<file path="config.mk">
export PLATFORM = sky130hd
export DESIGN_NAME = gate_drive_fault_gating
export DESIGN_NICKNAME = d
export VERILOG_FILES = /design/src/gate_drive_pkg.sv /design/src/gate_drive_fault_gating.sv
export VERILOG_INCLUDE_DIRS = /design/src
export SDC_FILE = /design/constraint.sdc
export NUM_CORES = 1
export LEC_CHECK = 0
export BUFFER_PORTS_ARGS = -buffer_cell sky130_fd_sc_hd__buf_4
export CELL_PAD_IN_SITES_DETAIL_PLACEMENT = 1
export CELL_PAD_IN_SITES_GLOBAL_PLACEMENT = 2
export CORE_ASPECT_RATIO = 1.75
export CORE_UTILIZATION = 38
export CTS_BUF_LIST = sky130_fd_sc_hd__clkbuf_4
export DETAILED_ROUTE_END_ITERATION = 10
export MAX_ROUTING_LAYER = met4
export PLACE_DENSITY = 0.84
export SLEW_MARGIN = 10
export SYNTH_ARGS = -nofsm -noshare
export SYNTH_HDL_FRONTEND = slang
export SYNTH_HIERARCHICAL = 1
export SYNTH_SLANG_ARGS = --single-unit
</file>
<file path="constraint.sdc">
create_clock -name clk -period 2.58 [get_ports clk]
set_input_delay 0.129 -clock clk [delete_from_list [all_inputs] [get_ports clk]]
set_output_delay 0.129 -clock clk [all_outputs]
set_load 0.05 [all_outputs]
</file>
<file path="src/gate_drive_cfg.svh">
`ifndef GATE_DRIVE_CFG_SVH
`define GATE_DRIVE_CFG_SVH
`define CLK_PERIOD_NS 10
`define FRAME_BITS 24
`define CS_GAP_MIN_NS 19000
`define CS_GAP_CYCLES ((`CS_GAP_MIN_NS + `CLK_PERIOD_NS - 1) / `CLK_PERIOD_NS)
`define DT_W 8
`define FILT_W 8
`define THR_W 8
`define CFG_MODE_RST 1'b1
`define GV_MASK_RST 1'b1
`define DT_MASK_RST 1'b1
`define INIT_SETTLE_CYCLES 4
`define CS_IDLE_RST 1'b1
`endif

</file>
<file path="src/gate_drive_pkg.sv">
`default_nettype none
`include "gate_drive_cfg.svh"
package gate_drive_pkg;
	typedef struct packed {
		logic [`THR_W-1:0] threshold;
		logic [`FILT_W-1:0] filter;
	} detect_cfg_s;
	typedef struct packed {
		logic gateVoltage;
		logic shortCircuit;
		logic overcurrent;
		logic deadtime;
		logic dieLink;
		logic serialError;
	} fault_s;
	typedef enum logic [2:0] {
		PH_IDLE = 3'b001,
		PH_HIGH = 3'b010,
		PH_LOW = 3'b100
	} phase_e;
endpackage : gate_drive_pkg
`default_nettype wire

</file>
<file path="src/gate_drive_fault_gating.sv">
// Operation
// - gate pulses are blocked while failsafeEnableN is low and pass again once it is high.
// - while the configuration-mode bit is 1 gate pulses are suppressed until the host writes it to 0.
// - a gate voltage monitor fault sets the gate voltage fault flag and locks out the gate.
// - the gate voltage fault stays set until cleared and a mask bit of 0 stops it acting.
// - a short circuit sets a latched fault that disables pulses, cannot be masked, and holds until cleared.
// - the short-circuit detector uses a software threshold and filter time.
// - an overcurrent sets a latched unmaskable flag while pulses keep running.
// - the overcurrent detector uses a software threshold and filter time.
// - dead time is always inserted and an input overlap sets a latched clearable dead-time fault.
// - the dead-time length comes from a software field and its fault can be masked.
// - if one die powers up before the other a latched watchdog fault is reported until cleared.
// - an open serial bus or undriven chip select at start-up sets the serial error flag until cleared.
// - a serial frame whose clock count is not a multiple of 24 sets the serial error flag.
// - a chip select gap shorter than the minimum sets the serial error flag.
`timescale 1ns/1ps
`default_nettype none
`include "gate_drive_cfg.svh"
module gate_drive_fault_gating (
	input wire logic clk,
	input wire logic rstn,
	input wire logic highSideDriveIn,
	input wire logic lowSideDriveIn,
	input wire logic failsafeEnableN,
	input wire logic modeControlWrite,
	input wire logic modeControlValue,
	input wire logic gateVoltageFaultMask,
	input wire logic deadtimeFaultMask,
	input wire logic [`DT_W-1:0] deadtimeConfig,
	input wire gate_drive_pkg::detect_cfg_s overcurrentConfig,
	input wire gate_drive_pkg::detect_cfg_s shortCircuitConfig,
	input wire logic [`THR_W-1:0] currentSense,
	input wire logic gateVoltageMonitor,
	input wire logic dieLinkLate,
	input wire logic serialBusOpen,
	input wire logic chipSelectN,
	input wire logic serialClk,
	input wire gate_drive_pkg::fault_s faultClear,
	output logic highSideGate,
	output logic lowSideGate,
	output logic modeControlBit,
	output gate_drive_pkg::fault_s faultStatus
);
	import gate_drive_pkg::*;

	// ****************************************
	// pin synchronisers
	// ****************************************
	logic hsF, lsF, fsF, gvF, csF, scF, dlF, boF;
	gate_drive_pin_sync hsSync_u (
		.clk(clk),
		.rstn(rstn),
		.pinIn(highSideDriveIn),
		.level(hsF)
	);
	gate_drive_pin_sync lsSync_u (
		.clk(clk),
		.rstn(rstn),
		.pinIn(lowSideDriveIn),
		.level(lsF)
	);
	gate_drive_pin_sync fsSync_u (
		.clk(clk),
		.rstn(rstn),
		.pinIn(failsafeEnableN),
		.level(fsF)
	);
	gate_drive_pin_sync gvSync_u (
		.clk(clk),
		.rstn(rstn),
		.pinIn(gateVoltageMonitor),
		.level(gvF)
	);
	// chip select idles high, so its stages start high and no false edge follows reset
	gate_drive_pin_sync #(
		.RESET_LEVEL(`CS_IDLE_RST)
	) csSync_u (
		.clk(clk),
		.rstn(rstn),
		.pinIn(chipSelectN),
		.level(csF)
	);
	gate_drive_pin_sync scSync_u (
		.clk(clk),
		.rstn(rstn),
		.pinIn(serialClk),
		.level(scF)
	);
	gate_drive_pin_sync dlSync_u (
		.clk(clk),
		.rstn(rstn),
		.pinIn(dieLinkLate),
		.level(dlF)
	);
	gate_drive_pin_sync boSync_u (
		.clk(clk),
		.rstn(rstn),
		.pinIn(serialBusOpen),
		.level(boF)
	);

	// ****************************************
	// configuration mode
	// ****************************************
	always_ff @(posedge clk) begin
		if (!rstn) modeControlBit <= `CFG_MODE_RST;
		else if (modeControlWrite) modeControlBit <= modeControlValue;
	end

	// ****************************************
	// current detectors with filter
	// ****************************************
	logic [`FILT_W-1:0] ocCnt_q, scCnt_q;
	logic ocHit, scHit;
	assign ocHit = (ocCnt_q >= overcurrentConfig.filter) && (currentSense >= overcurrentConfig.threshold);
	assign scHit = (scCnt_q >= shortCircuitConfig.filter) && (currentSense >= shortCircuitConfig.threshold);
	always_ff @(posedge clk) begin
		if (!rstn) ocCnt_q <= '0;
		else if (currentSense < overcurrentConfig.threshold) ocCnt_q <= '0;
		else if (ocCnt_q != {`FILT_W{1'b1}}) ocCnt_q <= ocCnt_q + 1'b1;
	end
	always_ff @(posedge clk) begin
		if (!rstn) scCnt_q <= '0;
		else if (currentSense < shortCircuitConfig.threshold) scCnt_q <= '0;
		else if (scCnt_q != {`FILT_W{1'b1}}) scCnt_q <= scCnt_q + 1'b1;
	end

	// ****************************************
	// serial supervision
	// ****************************************
	logic scPrev_q, csPrev_q, gapShort_q, frameErr, gapErr, initSerErr;
	logic [4:0] bitCnt_q;
	logic [$clog2(`CS_GAP_CYCLES+1)-1:0] gapCnt_q;
	always_ff @(posedge clk) begin
		if (!rstn) begin
			scPrev_q <= 1'b0;
			csPrev_q <= 1'b1;
		end else begin
			scPrev_q <= scF;
			csPrev_q <= csF;
		end
	end
	always_ff @(posedge clk) begin
		if (!rstn) bitCnt_q <= '0;
		else if (csF && !csPrev_q) bitCnt_q <= '0;
		else if (!csF && scF && !scPrev_q) begin
			if (bitCnt_q == 5'(`FRAME_BITS - 1)) bitCnt_q <= '0;
			else bitCnt_q <= bitCnt_q + 1'b1;
		end
	end
	assign frameErr = csF && !csPrev_q && (bitCnt_q != '0);
	always_ff @(posedge clk) begin
		if (!rstn) begin
			gapCnt_q <= '0;
			gapShort_q <= 1'b0;
		end else if (csF && !csPrev_q) begin
			gapCnt_q <= '0;
			gapShort_q <= 1'b1;
		end else if (gapShort_q) begin
			if (gapCnt_q == ($bits(gapCnt_q))'(`CS_GAP_CYCLES - 1)) gapShort_q <= 1'b0;
			else gapCnt_q <= gapCnt_q + 1'b1;
		end
	end
	assign gapErr = !csF && csPrev_q && gapShort_q;
	// start-up check waits until the filtered levels carry the real pins, not their reset values
	logic [2:0] settleCnt_q;
	logic initPulse_q;
	always_ff @(posedge clk) begin
		if (!rstn) settleCnt_q <= '0;
		else if (settleCnt_q != 3'(`INIT_SETTLE_CYCLES)) settleCnt_q <= settleCnt_q + 1'b1;
	end
	always_ff @(posedge clk) begin
		if (!rstn) initPulse_q <= 1'b0;
		else initPulse_q <= (settleCnt_q == 3'(`INIT_SETTLE_CYCLES - 1));
	end
	assign initSerErr = initPulse_q && (boF || !csF);

	// ****************************************
	// latched faults, set wins over clear
	// ****************************************
	logic gvFlag, scFlag, ocFlag, dtFlag, dlFlag, seFlag;
	gate_drive_sticky_flag gvFlag_u (
		.clk(clk),
		.rstn(rstn),
		.setIn(gvF),
		.clearIn(faultClear.gateVoltage),
		.flag(gvFlag)
	);
	gate_drive_sticky_flag scFlag_u (
		.clk(clk),
		.rstn(rstn),
		.setIn(scHit),
		.clearIn(faultClear.shortCircuit),
		.flag(scFlag)
	);
	gate_drive_sticky_flag ocFlag_u (
		.clk(clk),
		.rstn(rstn),
		.setIn(ocHit),
		.clearIn(faultClear.overcurrent),
		.flag(ocFlag)
	);
	gate_drive_sticky_flag dtFlag_u (
		.clk(clk),
		.rstn(rstn),
		.setIn(hsF & lsF),
		.clearIn(faultClear.deadtime),
		.flag(dtFlag)
	);
	gate_drive_sticky_flag dlFlag_u (
		.clk(clk),
		.rstn(rstn),
		.setIn(initPulse_q & dlF),
		.clearIn(faultClear.dieLink),
		.flag(dlFlag)
	);
	gate_drive_sticky_flag seFlag_u (
		.clk(clk),
		.rstn(rstn),
		.setIn(initSerErr | frameErr | gapErr),
		.clearIn(faultClear.serialError),
		.flag(seFlag)
	);
	assign faultStatus = fault_s'({gvFlag, scFlag, ocFlag, dtFlag, dlFlag, seFlag});

	// ****************************************
	// dead time and gating
	// ****************************************
	phase_e phase_q;
	logic [`DT_W-1:0] dtCnt_q;
	logic allow;
	// overcurrent deliberately absent: it never blocks pulses
	assign allow = fsF && !modeControlBit && !faultStatus.shortCircuit
		&& !(faultStatus.gateVoltage && gateVoltageFaultMask)
		&& !(faultStatus.deadtime && deadtimeFaultMask);
	// an output may switch on only after dead time with both sides off
	always_ff @(posedge clk) begin
		if (!rstn) begin
			phase_q <= PH_IDLE;
			dtCnt_q <= '0;
		end else begin
			unique case (phase_q)
				PH_IDLE: begin
					if (dtCnt_q < deadtimeConfig) dtCnt_q <= dtCnt_q + 1'b1;
					else if (allow && hsF && !lsF) phase_q <= PH_HIGH;
					else if (allow && lsF && !hsF) phase_q <= PH_LOW;
				end
				PH_HIGH: if (!(allow && hsF && !lsF)) begin
					phase_q <= PH_IDLE;
					dtCnt_q <= '0;
				end
				PH_LOW: if (!(allow && lsF && !hsF)) begin
					phase_q <= PH_IDLE;
					dtCnt_q <= '0;
				end
			endcase
		end
	end
	always_ff @(posedge clk) begin
		if (!rstn) begin
			highSideGate <= 1'b0;
			lowSideGate <= 1'b0;
		end else begin
			highSideGate <= (phase_q == PH_HIGH) && allow && hsF && !lsF;
			lowSideGate <= (phase_q == PH_LOW) && allow && lsF && !hsF;
		end
	end
endmodule : gate_drive_fault_gating

// ****************************************
// three-stage pin synchroniser
// ****************************************
module gate_drive_pin_sync #(
	parameter logic RESET_LEVEL = 1'b0
) (
	input wire logic clk,
	input wire logic rstn,
	input wire logic pinIn,
	output logic level
);
	logic [2:0] stage_q;
	// a new level counts once stages two and three agree
	always_ff @(posedge clk) begin
		if (!rstn) stage_q <= {3{RESET_LEVEL}};
		else stage_q <= {stage_q[1:0], pinIn};
	end
	always_ff @(posedge clk) begin
		if (!rstn) level <= RESET_LEVEL;
		else if (stage_q[1] == stage_q[2]) level <= stage_q[2];
	end
endmodule : gate_drive_pin_sync

// ****************************************
// sticky fault flag, a set in the clear cycle wins
// ****************************************
module gate_drive_sticky_flag (
	input wire logic clk,
	input wire logic rstn,
	input wire logic setIn,
	input wire logic clearIn,
	output logic flag
);
	always_ff @(posedge clk) begin
		if (!rstn) flag <= 1'b0;
		else flag <= setIn | (flag & ~clearIn);
	end
endmodule : gate_drive_sticky_flag
`default_nettype wire

</file>
## Word-level counts from Yosys, hierarchy flattened

Index checks and enable logic that the tools add are counted.

| cells by class | value |
|---|---|
| $lt $le $gt $ge | 7 |
| reduce and logical (&&, ||, !) cells | 42 |
| bitwise gates (word level) | 24 |
| add/subtract/negate cells | 6 |
| equality and inequality tests | 22 |
| multiplexer cells | 14 |

Operators with widths:

| operator | number |
|---|---|
| $ge A8 B8 Y1 | 4 |
| $logic_and A1 B1 Y1 | 25 |
| $add A8 B1 Y8 const B | 3 |
| $lt A8 B8 Y1 | 3 |
| $mux W8 | 3 |
| $pmux W8 S3 | 1 |
| $ne A8 B8 Y1 const B | 2 |
| $mux W3 | 5 |
| $add A11 B1 Y11 const B | 1 |
| $eq A11 B11 Y1 const B | 1 |
| $logic_not A1 Y1 | 9 |
| $pmux W3 S3 | 1 |
| $and A1 B1 Y1 | 8 |
| $eq A1 B1 Y1 | 8 |
| $ne A2 B2 Y1 const B | 4 |
| $not A1 Y1 | 8 |
| $or A1 B1 Y1 | 8 |
| $eq A3 B2 Y1 const B | 2 |
| $ne A3 B3 Y1 const B | 2 |
| $reduce_or A2 Y1 | 3 |
| $add A5 B1 Y5 const B | 1 |
| $eq A5 B5 Y1 const B | 1 |
| $mux W5 | 1 |
| $reduce_bool A5 Y1 | 1 |
| 8 further kinds | 10 |

| storage, ports and cells | value |
|---|---|
| bits of input ports | 68 |
| logic and storage cells | 151 |
| register bits after elaboration | 91 |
| output and inout port bits | 9 |

## Logic depth before layout (Yosys ltp)

Gate-level depths: netlist (run 1).

| depth | value |
|---|---|
| depth after elaboration | 11 |
| gate-level depth with buffers | 9 |
| gate-level depth less buffers | 9 |

## Modules after synthesis

Netlist (run 1), hierarchy kept.

Modules (own cells, without submodules):

| module | times used | sequential area each (um2) | area each (um2) | cells an instance |
|---|---|---|---|---|
| gate_drive_fault_gating | 1 | 1,061.0 | 3,494.6 | 420 |
| gate_drive_pin_sync at boSync_u ... | 7 | 80.1 | 116.4 | 10 |
| gate_drive_sticky_flag | 6 | 20.0 | 41.3 | 3 |
| gate_drive_pin_sync at csSync_u | 1 | 80.1 | 112.6 | 10 |

## Least setup slack after synthesis (run 1)

OpenSTA, ideal clock, no wires.

| timing path | value |
|---|---|
| kind | register to register |
| start | register ocCnt_q[0] |
| end | register ocFlag_u.flag |
| arrival time | 1.589 ns |
| cell stages (with the launch flop) | 10 |
| slack | 0.876 ns |
| buffers on the path | 0 |
| period minus slack after synthesis | 1.704 ns |
| cell sequence | dfxtp_1 -> inv_1 -> ha_1 -> nand2b_1 -> a21o_1 -> a211oi_1 -> o21ai_0 -> a21oi_1 -> nor2_1 -> o21a_1 |

| between the ends | value |
|---|---|
| cells in the longest elaborated chain, start to end | 3 |

Ends and longest elaborated chain:

| element | RTL line | source |
|---|---|---|
| start: declaration | gate_drive_fault_gating.sv:113 | `` logic [`FILT_W-1:0] ocCnt_q, scCnt_q; `` |
| start signal: assignment | gate_drive_fault_gating.sv:120 | `` else if (ocCnt_q != {`FILT_W{1'b1}}) ocCnt_q <= ocCnt_q + 1'b1; `` |
| $ge A8 B8 Y1 | gate_drive_fault_gating.sv:115 | `assign ocHit = (ocCnt_q >= overcurrentConfig.filter) && (currentSense >= overcurrentConfig.threshold);` |
| $logic_and A1 B1 Y1 | gate_drive_fault_gating.sv:115 |  |
| via ocHit | gate_drive_fault_gating.sv:114 | `logic ocHit, scHit;` |
| $or A1 B1 Y1 | gate_drive_fault_gating.sv:305 | `else flag <= setIn \| (flag & ~clearIn);` |
| end signal: assignment | gate_drive_fault_gating.sv:305 |  |
| end: declaration | gate_drive_fault_gating.sv:301 | `output logic flag` |

The timed path passes the listed nets, and every way through them passes these cells.
A chain may end at the register's enable or synchronous reset.

## Worst setup path after layout (run 1)

Same ends and word-level chain as after synthesis.

==> flow_summary.toml, run 1 <==
[timing]
hold_viol = 0
finalMaxSlewViolations = 0
rsz0062_at_grt = "false"
max_freq_ghz = 0.5313
worst_pin_slew_ps = 586.9
holdWs_ps = 93.69
post-route-period-util = 0.7295
tns_ps = 0
relSlewSlack = 0.6088
period_needed_ps = 1882
setup-violations-final = 0
skew_ps = 17.52

[route]
dr.pass1.iters = 4
vias_per_cell = 4.923
wl_um = 10210
drtIter0Drc = 72
vias = 3850
wl_per_cell_um = 13.05
antenna_left = 0
drc = 0

[setup_path]
reg2reg_slack_ps = 700
r2r-start = "ocCnt_q[0]"
worst-setup-path-type = "reg2reg"
r2r_end = "ocFlag_u/flag"
worstPathArrival_ps = 2250
path_max_fanout = 5
crit_path_end_kind = "flip-flop"
start_kind = "flip-flop"
r2r_cells = 9
required_ps = 2940

[min_path]
min-delay-start = "rstn"
whs_path_depth = 2
hold-path-endpoint = "modeControlBit"
hold_path_class = "in2reg"

[grt]
grt_max_degree = 64
antenna_found_initial = 1
grt_usage = 0.1728
grt_pass1_wl_um = 17020
grt_overflow = 0
grt_pass1_vias = 3972

[die]
core_mm2 = 0.01200
io_pins = 77
die_h_um = 148.6
die_area_mm2 = 0.01275
start_util = 0.3890
row_count = 53
die_x_um = 85.80

[clock_network]
clk_pin_slew_ps = 150
cts.htree.levels = 3
cts_tree = "done"
cts_sinks = 91
cts_root_buffer = "clkbuf_4"
insertion_delay_ps = 450
clk_path_buf_depth = 2
cts_made_buffers = 9

[synth]
yosys_register_bits = 91
synthXorXnorAreaFrac = 0.03189
synthArstFlopShare = 0
syn_area_per_cell_um2 = 9.014
synth-simple-area-share = 0.2331
synth_cell_type_count = 57
ys_warn_count = 6
seq_area_frac_synth = 0.3901
synthesis.area_mm2 = 0.004669
synthCells = 518
synth.area.mux_share = 0.01313
synth_top_family_by_area = "simple AND/OR/NAND/NOR gates"
synth_ff_type = "dfxtp_1"
synth-compound-area-share = 0.1484
syn_nets = 634
synth_edf_count = 0
synth_fa_ha_area_frac = 0.1286

[placement]
hpwl_um = 8080
gp_congestion = 0.7425
placedInstanceArea_mm2 = 0.005379
io_buffer_count = 76
placedCellCount = 749

[pwr]
p_leak_nw = 2.507
p_per_area_mw_per_mm2 = 453.0
vdd_drop_max_mv = 0.2041

[layout]
final_area_mm2 = 0.005668
fin_cells = 782
area_growth_pct = 21.38
fillers = 1442
final_nets = 727
layout-drive-gt1-share = 0.1948

[flow_run]
maxCapViolations = 0

[status]
status = "completed"
## placed cells by master (no fill, tap or decap), types with 2 or more instances in the layout
master | netlist | final
nor3b_1 | 4 | 4
ha_1 | 48 | 48
o21ai_0 | 24 | 24
and4_1 | 2 | 2
a21boi_0 | 3 | 3
mux2i_1 | 5 | 5
xor2_1 | 13 | 13
nor3b_2 | 2 | 2
dlygate4sd3_1 | 0 | 16
o21ai_1 | 8 | 8
o21a_1 | 9 | 9
nor2b_4 | 6 | 6
inv_1 | 50 | 50
nor2_1 | 42 | 42
a21oi_1 | 27 | 27
clkbuf_4 | 0 | 9
a31oi_1 | 3 | 3
and3_2 | 2 | 2
and2_2 | 7 | 7
nor2b_1 | 7 | 7
nand2b_1 | 16 | 16
nand3_1 | 21 | 21
o211ai_1 | 5 | 5
o221ai_1 | 2 | 2
buf_4 | 6 | 76
and3_1 | 7 | 7
dfxtp_1 | 91 | 91
inv_6 | 0 | 3
xnor2_1 | 4 | 4
and2_1 | 19 | 19
nand4_1 | 11 | 11
nand2_1 | 32 | 32
a21o_1 | 6 | 6
a21boi_1 | 7 | 7
a211oi_1 | 2 | 2
## per-stage QoR
stage	setup slack [ps]	utilization	power (mW)
after detailed placement	682.3	0.4481	1.850
after floorplan	876.1	-	1.699
final	698.0	0.4722	2.567
after CTS	674.8	0.4720	2.621
after global placement	736.2	0.4481	1.829
after global routing	542.6	0.4722	2.730
## synthesized netlist by cell type (all sizes together), types with 2 or more instances
cell type / instances / area, um2
and4: 2 / 17.52
nor3b: 6 / 55.05
nand4: 11 / 68.82
a21o: 7 / 53.80
a21boi: 10 / 75.07
and2: 26 / 171.4
a211oi: 2 / 15.01
nor2b: 13 / 126.4
nor4b: 2 / 32.53
mux2i: 5 / 50.05
inv: 50 / 187.7
a21oi: 28 / 151.4
nor2: 42 / 157.7
nand3: 21 / 105.1
ha: 48 / 600.6
clkbuf: 3 / 11.26
buf: 7 / 56.30
and3: 9 / 58.80
o21ai: 33 / 168.9
nand2: 32 / 120.1
nand2b: 17 / 113.9
o21a: 9 / 67.56
dfxtp: 91 / 1822
o221ai: 2 / 17.52
xnor2: 4 / 35.03
a31oi: 3 / 18.77
xor2: 13 / 113.9
o211ai: 5 / 37.54
o21bai: 2 / 26.28
## per-layer routing
layer	vias up	wire (um)	global-route usage
li1	1958	-	-
met1	1820	4043	0.1707
met2	57	5659	0.3236
met3	15	278	0.02997
met4	0	226	0.07833
met5	-	0	-
## kinds of logic (layout without fill, tap and decap cells)
logic type	count (synthesis)	after routing
AND/OR/NAND/NOR	189	189
AO/OA/AOI/OAI	107	107
flip-flops	91	91
buffers and inverters	60	158
adder cells (fa/ha/maj)	48	48
XOR/XNOR	17	17
multiplexers	6	6
other	0	1
## area by class of cell
class                      instances  area, um2  share of cell area
sequential                        91       1822              0.3214
multi-input combinational        367       2592              0.4574
clock buffer                       9      67.56             0.01192
timing repair buffer              92      730.7              0.1289
antenna                            1      2.502           0.0004415
tap                              165      206.4             0.03642
clock inverter                     7      58.81             0.01038
inverter                          50      187.7             0.03311
## repair_timing
item	CTS	global route
buffers inserted	0	0
resized for setup	0	0
endpoints found under the hold margin	15	0
hold buffers	16	0
## critical path, stage by stage, from the launching register on
cell	delay, ps
dfxtp_1	410
inv_1	60
ha_1	250
nand2b_1	130
a21o_1	170
a211oi_1	240
o21ai_0	130
a21oi_1	160
nor2_1	60
o21a_1	180
## worst max-delay path by stage
stage,end,cells after the start,from
after floorplan,ocFlag_u/flag,9,ocCnt_q[0]
after global placement,ocCnt_q[7],9,overcurrentConfig[9]
after detailed placement,ocCnt_q[0],9,overcurrentConfig[9]
after CTS,ocFlag_u/flag,9,ocCnt_q[0]
after global routing,ocFlag_u/flag,9,ocCnt_q[0]
final,ocFlag_u/flag,9,ocCnt_q[0]
## power breakdown
group,internal [mW],leakage (nW),switching (mW)
Clock,0.215,0.0692,0.522
Sequential,1.45,0.739,0.0325
Combinational,0.190,1.70,0.154
Total,1.86,2.51,0.709
## registers in the layout (all words and copies together) (netlist names), 3 cells and up
signal	count
bitCnt_q	5
lsSync_u/stage_q	3
scSync_u/stage_q	3
gvSync_u/stage_q	3
gapCnt_q	11
csSync_u/stage_q	3
dlSync_u/stage_q	3
hsSync_u/stage_q	3
settleCnt_q	3
dtCnt_q	8
ocCnt_q	8
fsSync_u/stage_q	3
phase_q	3
scCnt_q	8
boSync_u/stage_q	3
Power figures use the tool's default switching activity.
==> run 2: changes to the inputs <==
--- a/config.mk
+++ b/config.mk
@@ -10,11 +10,11 @@
 export CELL_PAD_IN_SITES_DETAIL_PLACEMENT = 1
 export CELL_PAD_IN_SITES_GLOBAL_PLACEMENT = 2
 export CORE_ASPECT_RATIO = 1.75
-export CORE_UTILIZATION = 38
+export CORE_UTILIZATION = 36
 export CTS_BUF_LIST = sky130_fd_sc_hd__clkbuf_4
 export DETAILED_ROUTE_END_ITERATION = 10
 export MAX_ROUTING_LAYER = met4
-export PLACE_DENSITY = 0.84
+export PLACE_DENSITY = 0.8
 export SLEW_MARGIN = 10
 export SYNTH_ARGS = -nofsm -noshare
 export SYNTH_HDL_FRONTEND = slang
==> constraint.sdc (replaced) <==
create_clock -name clk -period 1.84 [get_ports clk]
set_input_delay 0.092 -clock clk [delete_from_list [all_inputs] [get_ports clk]]
set_output_delay 0.092 -clock clk [all_outputs]
set_load 0.05 [all_outputs]
==> run 2 against run 1 <==
  * Flip-flop and latch count did not move
  * Sequential power rose by 40%
  * Global-route usage barely moved
  * Cell count rose by 2.0%
  * Register-to-register slack got worse by 600 ps
  * Sequential share of layout area fell by 0.76 points
  * Combinational power rose by 48%
  * Non-clock buffer count rose by 13
  * Cell area rose by 3.1%
  * Highest routed layer unchanged
==> flow_summary.toml, run 2 (synthesized netlist as in run 1, its figures left out) <==
[layout]
largest_register_ffs = 11
area_growth_pct = 25.16
final_nets = 740
final_cell_mix = "buf_4 (88), dfxtp_1 (85), inv_1 (50), ha_1 (47), nor2_1 (42)"
final-seq-area_mm2 = 0.001834
fillers = 1531
final_area_mm2 = 0.005844
regMostFlops = "gapCnt_q"
layout_commonest_cell = "buf_4"
multi_input_area_mm2 = 0.002615
layout-drive-gt1-share = 0.2226
fin_cells = 798
postLayoutCoreUtil = 0.4651

[grt]
antenna_found_initial = 1
grt_pass1_wl_um = 17940
grt_usage = 0.1724
grt_pass1_vias = 4127
grt_overflow = 0
grt_max_degree = 44

[clock_network]
cts_root_buffer = "clkbuf_4"
insertion_delay_ps = 440
cts_made_buffers = 9
clk_path_buf_depth = 2
cts.htree.levels = 3
clk_pin_slew_ps = 150
cts_sinks = 91
cts_tree = "done"

[route]
dr_wl_met3_um = 343
drtIter0Drc = 89
antenna_left = 0
vias = 3919
drc = 0
top_layer = "met4"
dr.pass1.iters = 4
wl_um = 10470
met2_length_um = 5660
wl_per_cell_um = 13.13
vias_per_cell = 4.911
wl_met1_um = 4225

[timing]
setup-violations-final = 0
period_needed_ps = 1739
skew_ps = 22.43
relSlewSlack = 0.6258
max_freq_ghz = 0.5750
finalMaxSlewViolations = 0
rsz0062_at_grt = "true"
post-route-period-util = 0.9452
hold_viol = 0
worst_pin_slew_ps = 559.9

[pwr]
p_sw_frac = 0.2503
vdd_drop_max_mv = 0.2600
p_leak_nw = 2.588
p_sw_mw = 0.9638
pwr-share-seq = 0.541
power_mw = 3.851
combPwrFrac = 0.132
clkPwrFrac = 0.326
p_int_mw = 2.887
p_per_area_mw_per_mm2 = 658.9

[die]
die_x_um = 88.09
start_util = 0.3716
core_mm2 = 0.01257
row_count = 54
io_pins = 77
die_h_um = 152.7
die_area_mm2 = 0.01345

[setup_path]
critical_path.cell_chain = "ha_1 > nand4_1 > a21oi_1 > a21oi_4 > buf_4 > nor2_1 > o21ai_0 > a21oi_1"
path_common_cell = "a21oi_1"
r2r_end = "phase_q[1]"
path_buf_inv = 1
cp_num_cells = 8
worst-setup-path-type = "reg2reg"
worstPathArrival_ps = 2130
path_max_fanout = 3
r2r_cells = 8
cp-startpoint = "dtCnt_q[7]"
crit_path_end_kind = "flip-flop"
required_ps = 2230
path_delay_family = "compound AO/OA/AOI/OAI gates"
worst_path_largest_cell_delay_ps = 360
critPathCapture = "phase_q[1]"
reg2reg_slack_ps = 100
crit_path_top_delay_cell = "dfxtp_2"
r2r-start = "dtCnt_q[7]"
start_kind = "flip-flop"

[min_path]
hold_path_class = "in2reg"

[placement]
gp_congestion = 0.7916
placedCellCount = 763
hpwl_um = 8186
placedInstanceArea_mm2 = 0.005465
io_buffer_count = 76

[status]
status = "completed"

[flow_run]
maxCapViolations = 0
## run 2: timing repair
item                                    4_1_cts  5_1_grt
gates resized for setup                       0       13
endpoints found under the setup margin        0       10
hold buffers                                 18        0
setup buffers                                 0        1
hold endpoints to repair                     16        0
## run 2: cell type report
type                       count  share of cell area
multi-input combinational    367              0.4474
inverter                      50             0.03211
sequential                    91              0.3139
antenna                        1           0.0004282
clock buffer                  10             0.01285
clock inverter                 6             0.01520
timing repair buffer         105              0.1422
tap                          168             0.03597
## run 2: per-layer routing
| layer | track usage | up-vias |
|---|---|---|
| met1 | 0.1802 | 1839 |
| met2 | 0.3112 | 75 |
| met4 | 0.06375 | 0 |
| met5 | - | - |
| met3 | 0.03304 | 16 |
| li1 | - | 1989 |
## run 2: through the flow
stage                     TNS, ps  setup WS, ps  hold WS, ps
after floorplan                 0         136.1        165.0
after global placement          0         102.9        281.0
after detailed placement        0         10.14        297.2
after CTS                       0         9.514        179.4
after global routing       -28.04        -22.61        194.0
final                           0         100.8        219.3
## run 2: worst min path at each step
stage                               from             endpoint  slack (ps)  depth (start not counted)
global placement             chipSelectN  csSync_u/stage_q[0]         280                          2
global route        overcurrentConfig[7]        ocFlag_u/flag         190                          6
detailed placement           chipSelectN  csSync_u/stage_q[0]         300                          2
CTS                 overcurrentConfig[7]        ocFlag_u/flag         180                          6
finish              overcurrentConfig[7]        ocFlag_u/flag         220                          6
floorplan                           rstn  csSync_u/stage_q[0]         170                          1
## run 2: power groups by stage
stage / sequential (mW) / clock, mW / combinational, mW
2_1_floorplan: 2.12 / 0 / 0.263
3_3_place_gp: 2.12 / 0 / 0.453
3_5_place_dp: 2.13 / 0 / 0.478
4_1_cts: 2.09 / 1.32 / 0.515
5_1_grt: 2.10 / 1.40 / 0.583
6_report: 2.08 / 1.26 / 0.509
## run 2: tightest hold or removal path, cell delays in order
cell     delay [ps]
buf_4           110
inv_1            50
ha_1            140
a21oi_1          40
nor2_1           80
o21a_1          120
